`src/plc_pkg.sv`:
```
// Shared constants and state types for the PHY LED, reset and pin control.
package plc_pkg;

  // ----------------------------------------------------------------------
  // Timing
  // ----------------------------------------------------------------------
  localparam int CLK_HZ        = 10_000_000;
  localparam int RST_MIN_NS    = 1_000;
  localparam int RST_MIN_CYC   = (RST_MIN_NS * (CLK_HZ / 1_000_000) + 999)
                                 / 1_000;
  localparam int BLINK_MS      = 50;
  localparam int BLINK_CYC     = (CLK_HZ / 1_000) * BLINK_MS;
  localparam int BLINK_W       = 20;
  localparam int RCNT_W        = 4;
  localparam int NPORT         = 2;

  // ----------------------------------------------------------------------
  // Register map and fields
  // ----------------------------------------------------------------------
  localparam logic [3:0] ADDR_CTRL_A = 4'h0;
  localparam logic [3:0] ADDR_CTRL_B = 4'h4;
  localparam logic [3:0] ADDR_STATUS = 4'h8;
  localparam int CTRL_MODE3    = 0;
  localparam int CTRL_DUPLEX   = 1;
  localparam int CTRL_IRQ_EN   = 2;
  localparam logic [2:0] CTRL_RESET = 3'h0;
  localparam int STAT_CLKDIS   = 16;
  localparam int STAT_RMII     = 17;
  localparam logic [1:0] RESP_OKAY   = 2'h0;
  localparam logic [1:0] RESP_SLVERR = 2'h2;
  localparam logic [1:0] RESP_DECERR = 2'h3;

  // ----------------------------------------------------------------------
  // Synchronised pin vector layout
  // ----------------------------------------------------------------------
  localparam int PIN_RST_N   = 0;
  localparam int PIN_TRST_N  = 1;
  localparam int PIN_CLKDIS  = 2;
  localparam int PIN_PD      = 3;
  localparam int PIN_MODE    = 5;
  localparam int PIN_LED     = 7;
  localparam int NPIN        = 13;
  // The reset pin stage starts low, so straps wait for settled levels.
  localparam logic [NPIN-1:0] PIN_RESET = 13'h1FFE;

  // LED index within a port.
  localparam int LED_LINK  = 2;
  localparam int LED_SPEED = 1;
  localparam int LED_THIRD = 0;

  typedef struct packed {
    logic [2:0] ctrl;
    logic       mode_strap;
    logic [2:0] led_strap;
    logic [2:0] led_out;
    logic       led_oe;
    logic       pd_oe;
    logic       powerdown;
    logic       blink;
    logic       act_seen;
  } plc_port_s;

  typedef struct packed {
    plc_port_s [NPORT-1:0] port;
    logic [NPIN-1:0]    sync1;
    logic [NPIN-1:0]    sync2;
    logic [NPIN-1:0]    sync3;
    logic [NPIN-1:0]    filt;
    logic [RCNT_W-1:0]  rst_cnt;
    logic               hw_rst;
    logic               strap_pend;
    logic               clkdis;
    logic               tap_rst;
    logic               refclk_en;
    logic               refclk_50;
    logic [BLINK_W-1:0] blink_cnt;
    logic               awready;
    logic               wready;
    logic [3:0]         awaddr;
    logic [31:0]        wdata;
    logic               wstrb0;
    logic               bvalid;
    logic [1:0]         bresp;
    logic               arready;
    logic               rvalid;
    logic [31:0]        rdata;
    logic [1:0]         rresp;
  } plc_state_s;

endpackage : plc_pkg

```
`src/plc_led_reset_ctrl.sv`:
```
// LED drivers, reset handling, shared pin and reference clock control.
//
// Design decisions made here: register access over AXI4-Lite and the address map.

// What this block does
// RULE_01 - Mode 1: link LED shows link good
// RULE_02 - Modes 2/3: link LED on, blinks on activity
// RULE_03 - Speed LED on at 100, off at 10
// RULE_04 - Mode 1: third LED shows tx or rx
// RULE_05 - Mode 2: third LED shows collision
// RULE_06 - Mode 3: register selects duplex on third LED
// RULE_07 - Strap picks modes 1/2; register picks mode 3
// RULE_08 - LED active level opposes sampled strap level
// RULE_09 - Reset pin low 1 us starts reset
// RULE_10 - Hardware reset restores registers, resamples straps
// RULE_11 - Shared pin defaults to power-down input
// RULE_12 - Interrupt mode: open drain low while pending
// RULE_13 - Host enables interrupt role by register write
// RULE_14 - Reference clock 25 MHz MII, 50 RMII
// RULE_15 - Disable strap turns reference clock off
// RULE_16 - Test reset low resets test port
// RULE_17 - Blink at visible rate, stretching short bursts
module plc_led_reset_ctrl #(
  parameter int BLINK_CYCLES = plc_pkg::BLINK_CYC
) (
  input  wire logic                    aclk,
  input  wire logic                    aresetn,
  // AXI4-Lite register port.
  input  wire logic [3:0]              s_axil_awaddr,
  input  wire logic                    s_axil_awvalid,
  output logic                         s_axil_awready,
  input  wire logic [31:0]             s_axil_wdata,
  input  wire logic [3:0]              s_axil_wstrb,
  input  wire logic                    s_axil_wvalid,
  output logic                         s_axil_wready,
  output logic [1:0]                   s_axil_bresp,
  output logic                         s_axil_bvalid,
  input  wire logic                    s_axil_bready,
  input  wire logic [3:0]              s_axil_araddr,
  input  wire logic                    s_axil_arvalid,
  output logic                         s_axil_arready,
  output logic [31:0]                  s_axil_rdata,
  output logic [1:0]                   s_axil_rresp,
  output logic                         s_axil_rvalid,
  input  wire logic                    s_axil_rready,
  // Pins.
  input  wire logic                    hw_reset_n_pin,
  input  wire logic                    test_reset_n_pin,
  input  wire logic                    refclk_disable_strap,
  input  wire logic [1:0]              led_mode_strap,
  input  wire logic [1:0]              powerdown_or_irq_pin_in,
  output logic [1:0]                   powerdown_or_irq_pin_out,
  output logic [1:0]                   powerdown_or_irq_pin_oe,
  input  wire logic [1:0]              link_indicator_in,
  input  wire logic [1:0]              speed_indicator_in,
  input  wire logic [1:0]              activity_collision_indicator_in,
  output logic                         link_indicator_port_a,
  output logic                         link_indicator_port_b,
  output logic                         speed_indicator_port_a,
  output logic                         speed_indicator_port_b,
  output logic                         activity_collision_indicator_a,
  output logic                         activity_collision_indicator_b,
  output logic [1:0]                   led_oe,
  // Port status from the PHY core, same clock.
  input  wire logic [1:0]              link_good,
  input  wire logic [1:0]              speed_100,
  input  wire logic [1:0]              tx_active,
  input  wire logic [1:0]              rx_active,
  input  wire logic [1:0]              collision,
  input  wire logic [1:0]              full_duplex,
  input  wire logic [1:0]              irq_pending,
  input  wire logic                    rmii_mode,
  // Derived controls.
  output logic [1:0]                   powerdown,
  output logic                         tap_reset,
  output logic                         mac_reference_clock_out_en,
  output logic                         mac_reference_clock_out_50
);

  // ----------------------------------------------------------------------
  // State
  // ----------------------------------------------------------------------
  plc_pkg::plc_state_s st_ff;
  plc_pkg::plc_state_s nxt_st;

  logic [plc_pkg::NPIN-1:0] pins;
  logic                     pin_rst_low;
  logic                     led_mode3;
  logic                     led_mode1;
  logic                     act_now;
  logic [2:0]               led_act;
  logic                     blink_tick;
  logic                     aw_take;
  logic                     w_take;
  logic [1:0]               wr_port;
  logic                     wr_hit;

  assign pins = {link_indicator_in[1], speed_indicator_in[1],
                 activity_collision_indicator_in[1],
                 link_indicator_in[0], speed_indicator_in[0],
                 activity_collision_indicator_in[0],
                 led_mode_strap, powerdown_or_irq_pin_in,
                 refclk_disable_strap, test_reset_n_pin, hw_reset_n_pin};

  // ----------------------------------------------------------------------
  // Next state
  // ----------------------------------------------------------------------
  always_comb begin
    nxt_st = st_ff;
    led_mode3 = 1'b0;
    led_mode1 = 1'b0;
    act_now = 1'b0;
    led_act = 3'h0;
    wr_port = 2'h0;
    wr_hit = 1'b0;

    // Three-stage capture; a level counts once stages two and three agree.
    nxt_st.sync1 = pins;
    nxt_st.sync2 = st_ff.sync1;
    nxt_st.sync3 = st_ff.sync2;
    for (int b = 0; b < plc_pkg::NPIN; b++) begin
      if (st_ff.sync2[b] == st_ff.sync3[b]) begin
        nxt_st.filt[b] = st_ff.sync3[b];
      end
    end

    // The reset pin must stay low for the full minimum before acting.
    pin_rst_low = !st_ff.filt[plc_pkg::PIN_RST_N];
    if (!pin_rst_low) begin
      nxt_st.rst_cnt = '0;
      nxt_st.hw_rst = 1'b0;
    end else if (st_ff.rst_cnt >= plc_pkg::RCNT_W'(plc_pkg::RST_MIN_CYC - 1))
    begin
      nxt_st.hw_rst = 1'b1; // RULE_09
    end else begin
      nxt_st.rst_cnt = st_ff.rst_cnt + 1'b1;
    end

    nxt_st.tap_rst = !st_ff.filt[plc_pkg::PIN_TRST_N]; // RULE_16

    // Blink time base, one-cycle tick.
    blink_tick = (st_ff.blink_cnt ==
                  plc_pkg::BLINK_W'(BLINK_CYCLES - 1));
    nxt_st.blink_cnt = blink_tick ? '0 : st_ff.blink_cnt + 1'b1;

    // AXI4-Lite write: address and data are taken in either order.
    aw_take = s_axil_awvalid && st_ff.awready;
    w_take = s_axil_wvalid && st_ff.wready;
    if (aw_take) begin
      nxt_st.awready = 1'b0;
      nxt_st.awaddr = s_axil_awaddr;
    end
    if (w_take) begin
      nxt_st.wready = 1'b0;
      nxt_st.wdata = s_axil_wdata;
      nxt_st.wstrb0 = s_axil_wstrb[0];
    end
    if (!st_ff.awready && !st_ff.wready && !st_ff.bvalid) begin
      nxt_st.bvalid = 1'b1;
      unique case (st_ff.awaddr)
        plc_pkg::ADDR_CTRL_A: begin
          wr_hit = 1'b1;
          wr_port = 2'h1;
          nxt_st.bresp = plc_pkg::RESP_OKAY;
        end
        plc_pkg::ADDR_CTRL_B: begin
          wr_hit = 1'b1;
          wr_port = 2'h2;
          nxt_st.bresp = plc_pkg::RESP_OKAY;
        end
        plc_pkg::ADDR_STATUS: nxt_st.bresp = plc_pkg::RESP_SLVERR;
        default:              nxt_st.bresp = plc_pkg::RESP_DECERR;
      endcase
    end
    if (st_ff.bvalid && s_axil_bready) begin
      nxt_st.bvalid = 1'b0;
      nxt_st.awready = 1'b1;
      nxt_st.wready = 1'b1;
    end

    // AXI4-Lite read.
    if (s_axil_arvalid && st_ff.arready) begin
      nxt_st.arready = 1'b0;
      nxt_st.rvalid = 1'b1;
      nxt_st.rdata = '0;
      nxt_st.rresp = plc_pkg::RESP_OKAY;
      unique case (s_axil_araddr)
        plc_pkg::ADDR_CTRL_A: nxt_st.rdata[2:0] = st_ff.port[0].ctrl;
        plc_pkg::ADDR_CTRL_B: nxt_st.rdata[2:0] = st_ff.port[1].ctrl;
        plc_pkg::ADDR_STATUS: begin
          for (int p = 0; p < plc_pkg::NPORT; p++) begin
            nxt_st.rdata[p*8]   = st_ff.port[p].mode_strap;
            nxt_st.rdata[p*8+1] = st_ff.port[p].powerdown;
            nxt_st.rdata[p*8+2] = st_ff.port[p].pd_oe;
            nxt_st.rdata[p*8+3] = st_ff.port[p].blink;
            nxt_st.rdata[p*8+6 -: 3] = st_ff.port[p].led_strap;
          end
          nxt_st.rdata[plc_pkg::STAT_CLKDIS] = st_ff.clkdis;
          nxt_st.rdata[plc_pkg::STAT_RMII] = st_ff.refclk_50;
        end
        default: nxt_st.rresp = plc_pkg::RESP_DECERR;
      endcase
    end
    if (st_ff.rvalid && s_axil_rready) begin
      nxt_st.rvalid = 1'b0;
      nxt_st.arready = 1'b1;
    end

    // Straps are caught once the reset pin is high again.
    if (st_ff.strap_pend && !pin_rst_low) begin
      nxt_st.strap_pend = 1'b0; // RULE_10
      nxt_st.clkdis = st_ff.filt[plc_pkg::PIN_CLKDIS];
    end
    nxt_st.refclk_en = !st_ff.clkdis && !st_ff.strap_pend; // RULE_15
    nxt_st.refclk_50 = rmii_mode; // RULE_14

    for (int p = 0; p < plc_pkg::NPORT; p++) begin
      if (wr_hit && wr_port[p] && st_ff.wstrb0) begin
        nxt_st.port[p].ctrl = st_ff.wdata[2:0]; // RULE_13
      end
      if (st_ff.strap_pend && !pin_rst_low) begin
        nxt_st.port[p].mode_strap = st_ff.filt[plc_pkg::PIN_MODE + p];
        nxt_st.port[p].led_strap =
          st_ff.filt[plc_pkg::PIN_LED + p*3 +: 3]; // RULE_08
      end

      // Activity is stretched to at least one whole blink period.
      act_now = tx_active[p] || rx_active[p];
      if (blink_tick) begin
        nxt_st.port[p].blink = st_ff.port[p].act_seen &&
                               !st_ff.port[p].blink; // RULE_17
        nxt_st.port[p].act_seen = act_now;
      end else if (act_now) begin
        nxt_st.port[p].act_seen = 1'b1; // RULE_17
      end

      led_mode3 = st_ff.port[p].ctrl[plc_pkg::CTRL_MODE3];
      led_mode1 = !led_mode3 && st_ff.port[p].mode_strap; // RULE_07
      led_act[plc_pkg::LED_SPEED] = speed_100[p]; // RULE_03
      if (led_mode1) begin
        led_act[plc_pkg::LED_LINK] = link_good[p]; // RULE_01
        led_act[plc_pkg::LED_THIRD] = act_now; // RULE_04
      end else begin
        led_act[plc_pkg::LED_LINK] = link_good[p] &&
                                     !st_ff.port[p].blink; // RULE_02
        if (led_mode3 && st_ff.port[p].ctrl[plc_pkg::CTRL_DUPLEX]) begin
          led_act[plc_pkg::LED_THIRD] = full_duplex[p]; // RULE_06
        end else begin
          led_act[plc_pkg::LED_THIRD] = collision[p]; // RULE_05
        end
      end
      nxt_st.port[p].led_out = led_act ^ st_ff.port[p].led_strap; // RULE_08
      nxt_st.port[p].led_oe = !st_ff.strap_pend;

      // Shared pin: power-down input unless the interrupt role is set.
      if (st_ff.port[p].ctrl[plc_pkg::CTRL_IRQ_EN]) begin
        nxt_st.port[p].pd_oe = irq_pending[p]; // RULE_12
        nxt_st.port[p].powerdown = 1'b0;
      end else begin
        nxt_st.port[p].pd_oe = 1'b0;
        nxt_st.port[p].powerdown =
          !st_ff.filt[plc_pkg::PIN_PD + p]; // RULE_11
      end
    end

    // A qualified pin reset re-initialises registers and straps.
    if (st_ff.hw_rst) begin
      for (int p = 0; p < plc_pkg::NPORT; p++) begin
        nxt_st.port[p].ctrl = plc_pkg::CTRL_RESET; // RULE_10
        nxt_st.port[p].led_oe = 1'b0;
        nxt_st.port[p].pd_oe = 1'b0;
        nxt_st.port[p].blink = 1'b0;
        nxt_st.port[p].act_seen = 1'b0;
      end
      nxt_st.strap_pend = 1'b1; // RULE_10
      nxt_st.refclk_en = 1'b0;
    end
  end

  // ----------------------------------------------------------------------
  // Registers
  // ----------------------------------------------------------------------
  always_ff @(posedge aclk) begin
    if (!aresetn) begin
      st_ff <= '0;
      st_ff.sync1 <= plc_pkg::PIN_RESET;
      st_ff.sync2 <= plc_pkg::PIN_RESET;
      st_ff.sync3 <= plc_pkg::PIN_RESET;
      st_ff.filt <= plc_pkg::PIN_RESET;
      st_ff.strap_pend <= 1'b1;
      st_ff.awready <= 1'b1;
      st_ff.wready <= 1'b1;
      st_ff.arready <= 1'b1;
    end else begin
      st_ff <= nxt_st;
    end
  end

  // ----------------------------------------------------------------------
  // Outputs
  // ----------------------------------------------------------------------
  assign s_axil_awready = st_ff.awready;
  assign s_axil_wready = st_ff.wready;
  assign s_axil_bvalid = st_ff.bvalid;
  assign s_axil_bresp = st_ff.bresp;
  assign s_axil_arready = st_ff.arready;
  assign s_axil_rvalid = st_ff.rvalid;
  assign s_axil_rdata = st_ff.rdata;
  assign s_axil_rresp = st_ff.rresp;

  // The open-drain pin only ever drives low.
  assign powerdown_or_irq_pin_out = 2'h0;
  assign powerdown_or_irq_pin_oe = {st_ff.port[1].pd_oe,
                                    st_ff.port[0].pd_oe};
  assign powerdown = {st_ff.port[1].powerdown, st_ff.port[0].powerdown};
  assign led_oe = {st_ff.port[1].led_oe, st_ff.port[0].led_oe};
  assign link_indicator_port_a = st_ff.port[0].led_out[plc_pkg::LED_LINK];
  assign link_indicator_port_b = st_ff.port[1].led_out[plc_pkg::LED_LINK];
  assign speed_indicator_port_a = st_ff.port[0].led_out[plc_pkg::LED_SPEED];
  assign speed_indicator_port_b = st_ff.port[1].led_out[plc_pkg::LED_SPEED];
  assign activity_collision_indicator_a =
    st_ff.port[0].led_out[plc_pkg::LED_THIRD];
  assign activity_collision_indicator_b =
    st_ff.port[1].led_out[plc_pkg::LED_THIRD];
  assign tap_reset = st_ff.tap_rst;
  assign mac_reference_clock_out_en = st_ff.refclk_en;
  assign mac_reference_clock_out_50 = st_ff.refclk_50;

endmodule // plc_led_reset_ctrl

```
`config.mk`:
```
export PLATFORM = sky130hd
export DESIGN_NAME = plc_led_reset_ctrl
export DESIGN_NICKNAME = d
export VERILOG_FILES = /design/src/plc_pkg.sv /design/src/plc_led_reset_ctrl.sv
export SDC_FILE = /design/constraint.sdc
export NUM_CORES = 1
export LEC_CHECK = 0
export BUFFER_PORTS_ARGS = -buffer_cell sky130_fd_sc_hd__buf_2
export CORE_UTILIZATION = 40
export DETAILED_ROUTE_END_ITERATION = 8
export PLACE_DENSITY_LB_ADDON = 0.08
export SYNTH_ARGS = -nofsm -noshare
export SYNTH_HDL_FRONTEND = slang
export SYNTH_SLANG_ARGS = --single-unit
```
`constraint.sdc`:
```
create_clock -name aclk -period 2.8 [get_ports aclk]
set_clock_uncertainty 0.2 [all_clocks]
set_input_delay 0.28 -clock aclk [delete_from_list [all_inputs] [get_ports aclk]]
set_output_delay 0.28 -clock aclk [all_outputs]
set_load 0.02 [all_outputs]
```
# ---- Word level (Yosys, flattened, before mapping)
# Index checks and enable logic that the tools add are counted.
dict set report classes {
  addsub 2
  mul 0
  div_mod_pow 0
  order_cmp 1
  n_eq_ne 18
  n_shift 0
  n_mux 20
  bitwise 5
  reduce_logical 50
}
# operator count
set ops {}
lappend ops {{1-bit logical AND} 21}
lappend ops {{20-bit by 1-bit adder with 20-bit output, second input constant} 1}
lappend ops {{20-bit by 19-bit == test with 1-bit output, second input constant} 1}
lappend ops {{2-bit OR reduction} 8}
lappend ops {{1-bit == test} 13}
lappend ops {{1-bit logical NOT} 12}
lappend ops {{1-bit two-way mux} 12}
lappend ops {{3-bit case mux with 3 select lines} 1}
lappend ops {{3-bit OR reduction} 3}
lappend ops {{4-bit by 3-bit == test with 1-bit output, second input constant} 2}
lappend ops {{4-bit == test, second input constant} 2}
lappend ops {{4-bit logical NOT} 2}
lappend ops {{2-bit case mux with 2 select lines} 2}
lappend ops {{7-bit two-way mux} 1}
lappend ops {{2-bit two-way mux} 3}
lappend ops {{3-bit bitwise XOR} 2}
lappend ops {{4-bit by 1-bit adder with 4-bit output, second input constant} 1}
lappend ops {{4-bit >= comparator, second input constant} 1}
lappend ops {{4-bit two-way mux} 1}
lappend ops {{2-bit nonzero test} 2}
lappend ops {{1-bit NOT} 3}
lappend ops {{1-bit logical OR} 2}
dict set report totals {
  register_bits 144
  latch_bits 0
  ramBits 0
  rom_bits 0
  input_bits 79
  output_inout_bits 58
  elab_cells 148
  memories 0
}

# ---- Longest topological paths before layout
dict set report depth {
  depth_word 6
  depth_mapped 7
  ltp_nobuf 6
}

# ---- Worst setup path after synthesis
# OpenSTA, ideal clock, no wires.
dict set report synth_timing {
  path_kind {register to register}
  startpoint {register st_ff[89] in the netlist's numbering}
  endpoint {register st_ff[87] in the netlist's numbering}
  setup_ps 117
  t_arrival_ps 1861
  required_time_ps 2483
  slack_ps 622
  stages_incl_launch_ff 7
  n_path_buf 2
  synth_period_minus_slack_ps 2178
  path_cell_list {dfxtp_1 > or4b_1 > or3_1 > buf_2 > o21ai_2 > buf_2 > nor2_1}
}
dict set report synth_via {
  elab_chain_len 2
}
# item line_no
set synth_rtl {}
lappend synth_rtl {{start, declared} plc_led_reset_ctrl.sv:83} ;# plc_pkg::plc_state_s st_ff;
lappend synth_rtl {{start signal, assigned} plc_led_reset_ctrl.sv:295} ;# st_ff <= nxt_st;
lappend synth_rtl {{20-bit by 19-bit == test with 1-bit output} plc_led_reset_ctrl.sv:142} ;# blink_tick = (st_ff.blink_cnt ==
lappend synth_rtl {{2-bit OR reduction (no source line)} --}
# Every way passes these cells.
# A chain may end at the register's enable or synchronous reset.

# ---- Worst setup path after layout
dict set report layout_timing {
  startpoint {register st_ff[89] in the netlist's numbering}
  endpoint {register st_ff[161] in the netlist's numbering}
}
dict set report layout_via {
  elab_chain_len 1
}
# item line_no
set layout_rtl {}
lappend layout_rtl {{20-bit by 19-bit == test with 1-bit output} plc_led_reset_ctrl.sv:142}
# Every way passes these cells.

==> impl_metrics.json <==
{
  "outcome": "finished clean",
  "setup.worst_path.start_class": "flip-flop",
  "crit_arrival_ns": 2.37,
  "min_path_type": "input port to flip-flop",
  "cts_resized": 0,
  "drt_iter0_markers": 237,
  "fin_crit_ns": 2.24,
  "n_fill_cell": 1250,
  "clk_latency_ns": 0.40,
  "final_area_mm2": 0.00678,
  "leakage_nw": 2.72,
  "yosys.cell_count.top_type": "dfxtp_1",
  "reg2reg_slack_ns": 0.56,
  "syn-instance-count": 570,
  "area_growth_pct": 24.6,
  "fp.dieW_um": 119,
  "diodes": 0,
  "root_buffer": "clkbuf_16",
  "multi_input_area_mm2": 0.00220,
  "ir_drop_uv": 400,
  "place.port_buffers": 86,
  "worstRegToRegCells": 4,
  "ys_ff_latch": 143,
  "synth_adder_area_share": 0.00920,
  "rsz0062_at_grt": "false",
  "wl_per_cell_um": 12.1,
  "min_period_over_period": 0.801,
  "fin_hold_ws_ns": 0.0449,
  "tightest_slew_ns": 0.695,
  "ant_nets": 0,
  "cts_sinks": 143,
  "yosysTopAreaCellShare": 0.526,
  "end_kind": "flip-flop",
  "hp-start": "s_axil_arvalid",
  "combPwrFrac": 0.060,
  "num_rows": 42,
  "placed_cell_area_mm2": 0.00582,
  "synth_seq_area_share": 0.526,
  "core_mm2": 0.0132,
  "synth_edf_count": 0,
  "worst-setup-path-type": "flip-flop to flip-flop",
  "fin_setup_tns_ns": 0,
  "die-area_mm2": 0.0141,
  "maxSlewHeadroom": 0.533,
  "gp_congestion": 0.795,
  "synth_cell_types": 43,
  "hold_viol": 0,
  "post_cts_buffers": 0,
  "synth_area_mm2": 0.00544,
  "via_per_inst": 4.67,
  "max_freq_mhz": 446,
  "synth_mux_area_frac": 0.0129,
  "fin_nets": 757,
  "synth_flop_cell": "dfxtp_1",
  "start_util": 0.411,
  "cp_max_fo": 7,
  "slew_viol_final": 0,
  "cts_tree": "yes",
  "holdPathEnd": "s_axil_rresp[0]",
  "grt_pass1_vias": 3769,
  "whs_path_depth": 3,
  "drt_pre_antenna_iters": 4,
  "gr-total-overflow": 0,
  "drive_above_1_share": 0.186,
  "cap_viol_max_count": 0,
  "cts-buffers-inserted": 17,
  "power.density_mw_per_mm2": 672,
  "yosys.area_share.simple": 0.215,
  "p_int_w": 0.00361,
  "grt_max_degree": 32,
  "die_y_um": 119,
  "synth.avg_cell_area_um2": 9.54,
  "antenna_found_initial": 0,
  "required_ns": 2.93,
  "timing.rr.end": "st_ff[161]",
  "p_switching_w": 0.000952,
  "place_hpwl_um": 7150,
  "clock_power_share": 0.474,
  "io_pins": 137,
  "synth-xor-area-share": 0.0322,
  "clk_transition_reported_paths_ns": 0.06,
  "switching_share": 0.209,
  "r2r-start": "st_ff[89]",
  "synthTopCellsByArea": "dfxtp_1, buf_4, nand2b_1",
  "grt_first_pass_wirelength_um": 17400,
  "routed_wl_um": 10500,
  "synth_common_cells": "dfxtp_1, buf_4, nand2b_1",
  "hold_buffers": 37,
  "regArea_mm2": 0.00286,
  "finalSetupViolations": 0,
  "synth-compound-area-share": 0.121,
  "synth_top_cell_by_area": "dfxtp_1",
  "post-route-drc-count": 0,
  "vias": 4031,
  "synth_top_family_by_area": "simple AND/OR/NAND/NOR gates",
  "p_seq_frac": 0.466,
  "yosys_warnings": 0,
  "grt_usage": 0.156,
  "async_flop_share": 0,
  "cts_buffer_depth": 2,
  "htree_num_levels": 4
}
stage by stage:
step,cells,utilization,power [W],setup slack [ns]
after global placement,794,0.440,0.00239,0.583
after floorplan,587,-,0.00234,0.622
after global routing,863,0.512,0.00474,0.452
after CTS,863,0.512,0.00463,0.541
final,863,0.512,0.00456,0.556
after detailed placement,794,0.440,0.00240,0.565
kinds of logic after synthesis:
family | after synthesis
simple gates | 216
xor+xnor | 20
buf+inv | 75
mux | 7
flops | 143
compound gates | 104
fa+ha+maj | 4
other cells | 1
critical path: stages (launching register included):
cell     delay [ns]
dfxtp_1        0.34
or4b_1         0.51
or3_1          0.48
or4b_1         0.49
a21oi_1        0.15
registers in the layout (all words and copies together) (netlist names), 2 cells and up:
register / count
powerdown_or_irq_pin_oe: 2
s_axil_rdata: 16
powerdown: 2
nxt_st: 26
s_axil_bresp: 2
st_ff: 78
final cells by class:
cell class / count / area share
well taps: 176 / 0.0325
clock inverters: 4 / 0.00701
multi-input cells: 369 / 0.324
repair buffers: 133 / 0.129
inverters: 10 / 0.00554
flip-flops and latches: 143 / 0.422
clock buffers: 28 / 0.0792
per-layer routing:
layer	GRT usage	part of all wire	vias up
li1	-	-	2092
met1	0.204	0.51	1835
met2	0.241	0.44	93
met3	0.0401	0.037	11
met4	0.0688	0.014	0
met5	0	0	-
cell usage in the layout, fill, tap and decap left out, types with 16 or more instances in the layout:
cell	synthesis	routed
dfxtp_1	143	143
buf_2	2	86
nand2b_1	41	41
dlygate4sd3_1	0	37
nor2_1	36	36
nand2_1	35	35
nand3_1	30	30
o21ai_0	30	30
a21oi_1	23	23
nor2b_1	22	22
a21boi_0	21	21
conb_1	1	18
clkbuf_16	0	17
a22oi_1	16	16
power groups by stage:
stage	Clock, W	Sequential (W)	Combinational (W)
6_report	0.00216	0.00212	0.000272
5_1_grt	0.00231	0.00213	0.000299
4_1_cts	0.00223	0.00212	0.000274
3_5_place_dp	0	0.00217	0.000232
3_3_place_gp	0	0.00217	0.000227
2_1_floorplan	0	0.00217	0.000162
how the worst max path moves through the flow:
| stage | end | from | slack (ns) | cells after the start |
|---|---|---|---|---|
| after CTS | st_ff[161] | st_ff[89] | 0.54 | 4 |
| final | st_ff[161] | st_ff[89] | 0.56 | 4 |
| after global placement | st_ff[176] | st_ff[89] | 0.58 | 4 |
| after global routing | st_ff[176] | st_ff[89] | 0.45 | 4 |
| after detailed placement | st_ff[161] | st_ff[89] | 0.56 | 4 |
| after floorplan | st_ff[87] | st_ff[89] | 0.62 | 6 |
Power figures use the tool's default switching activity.
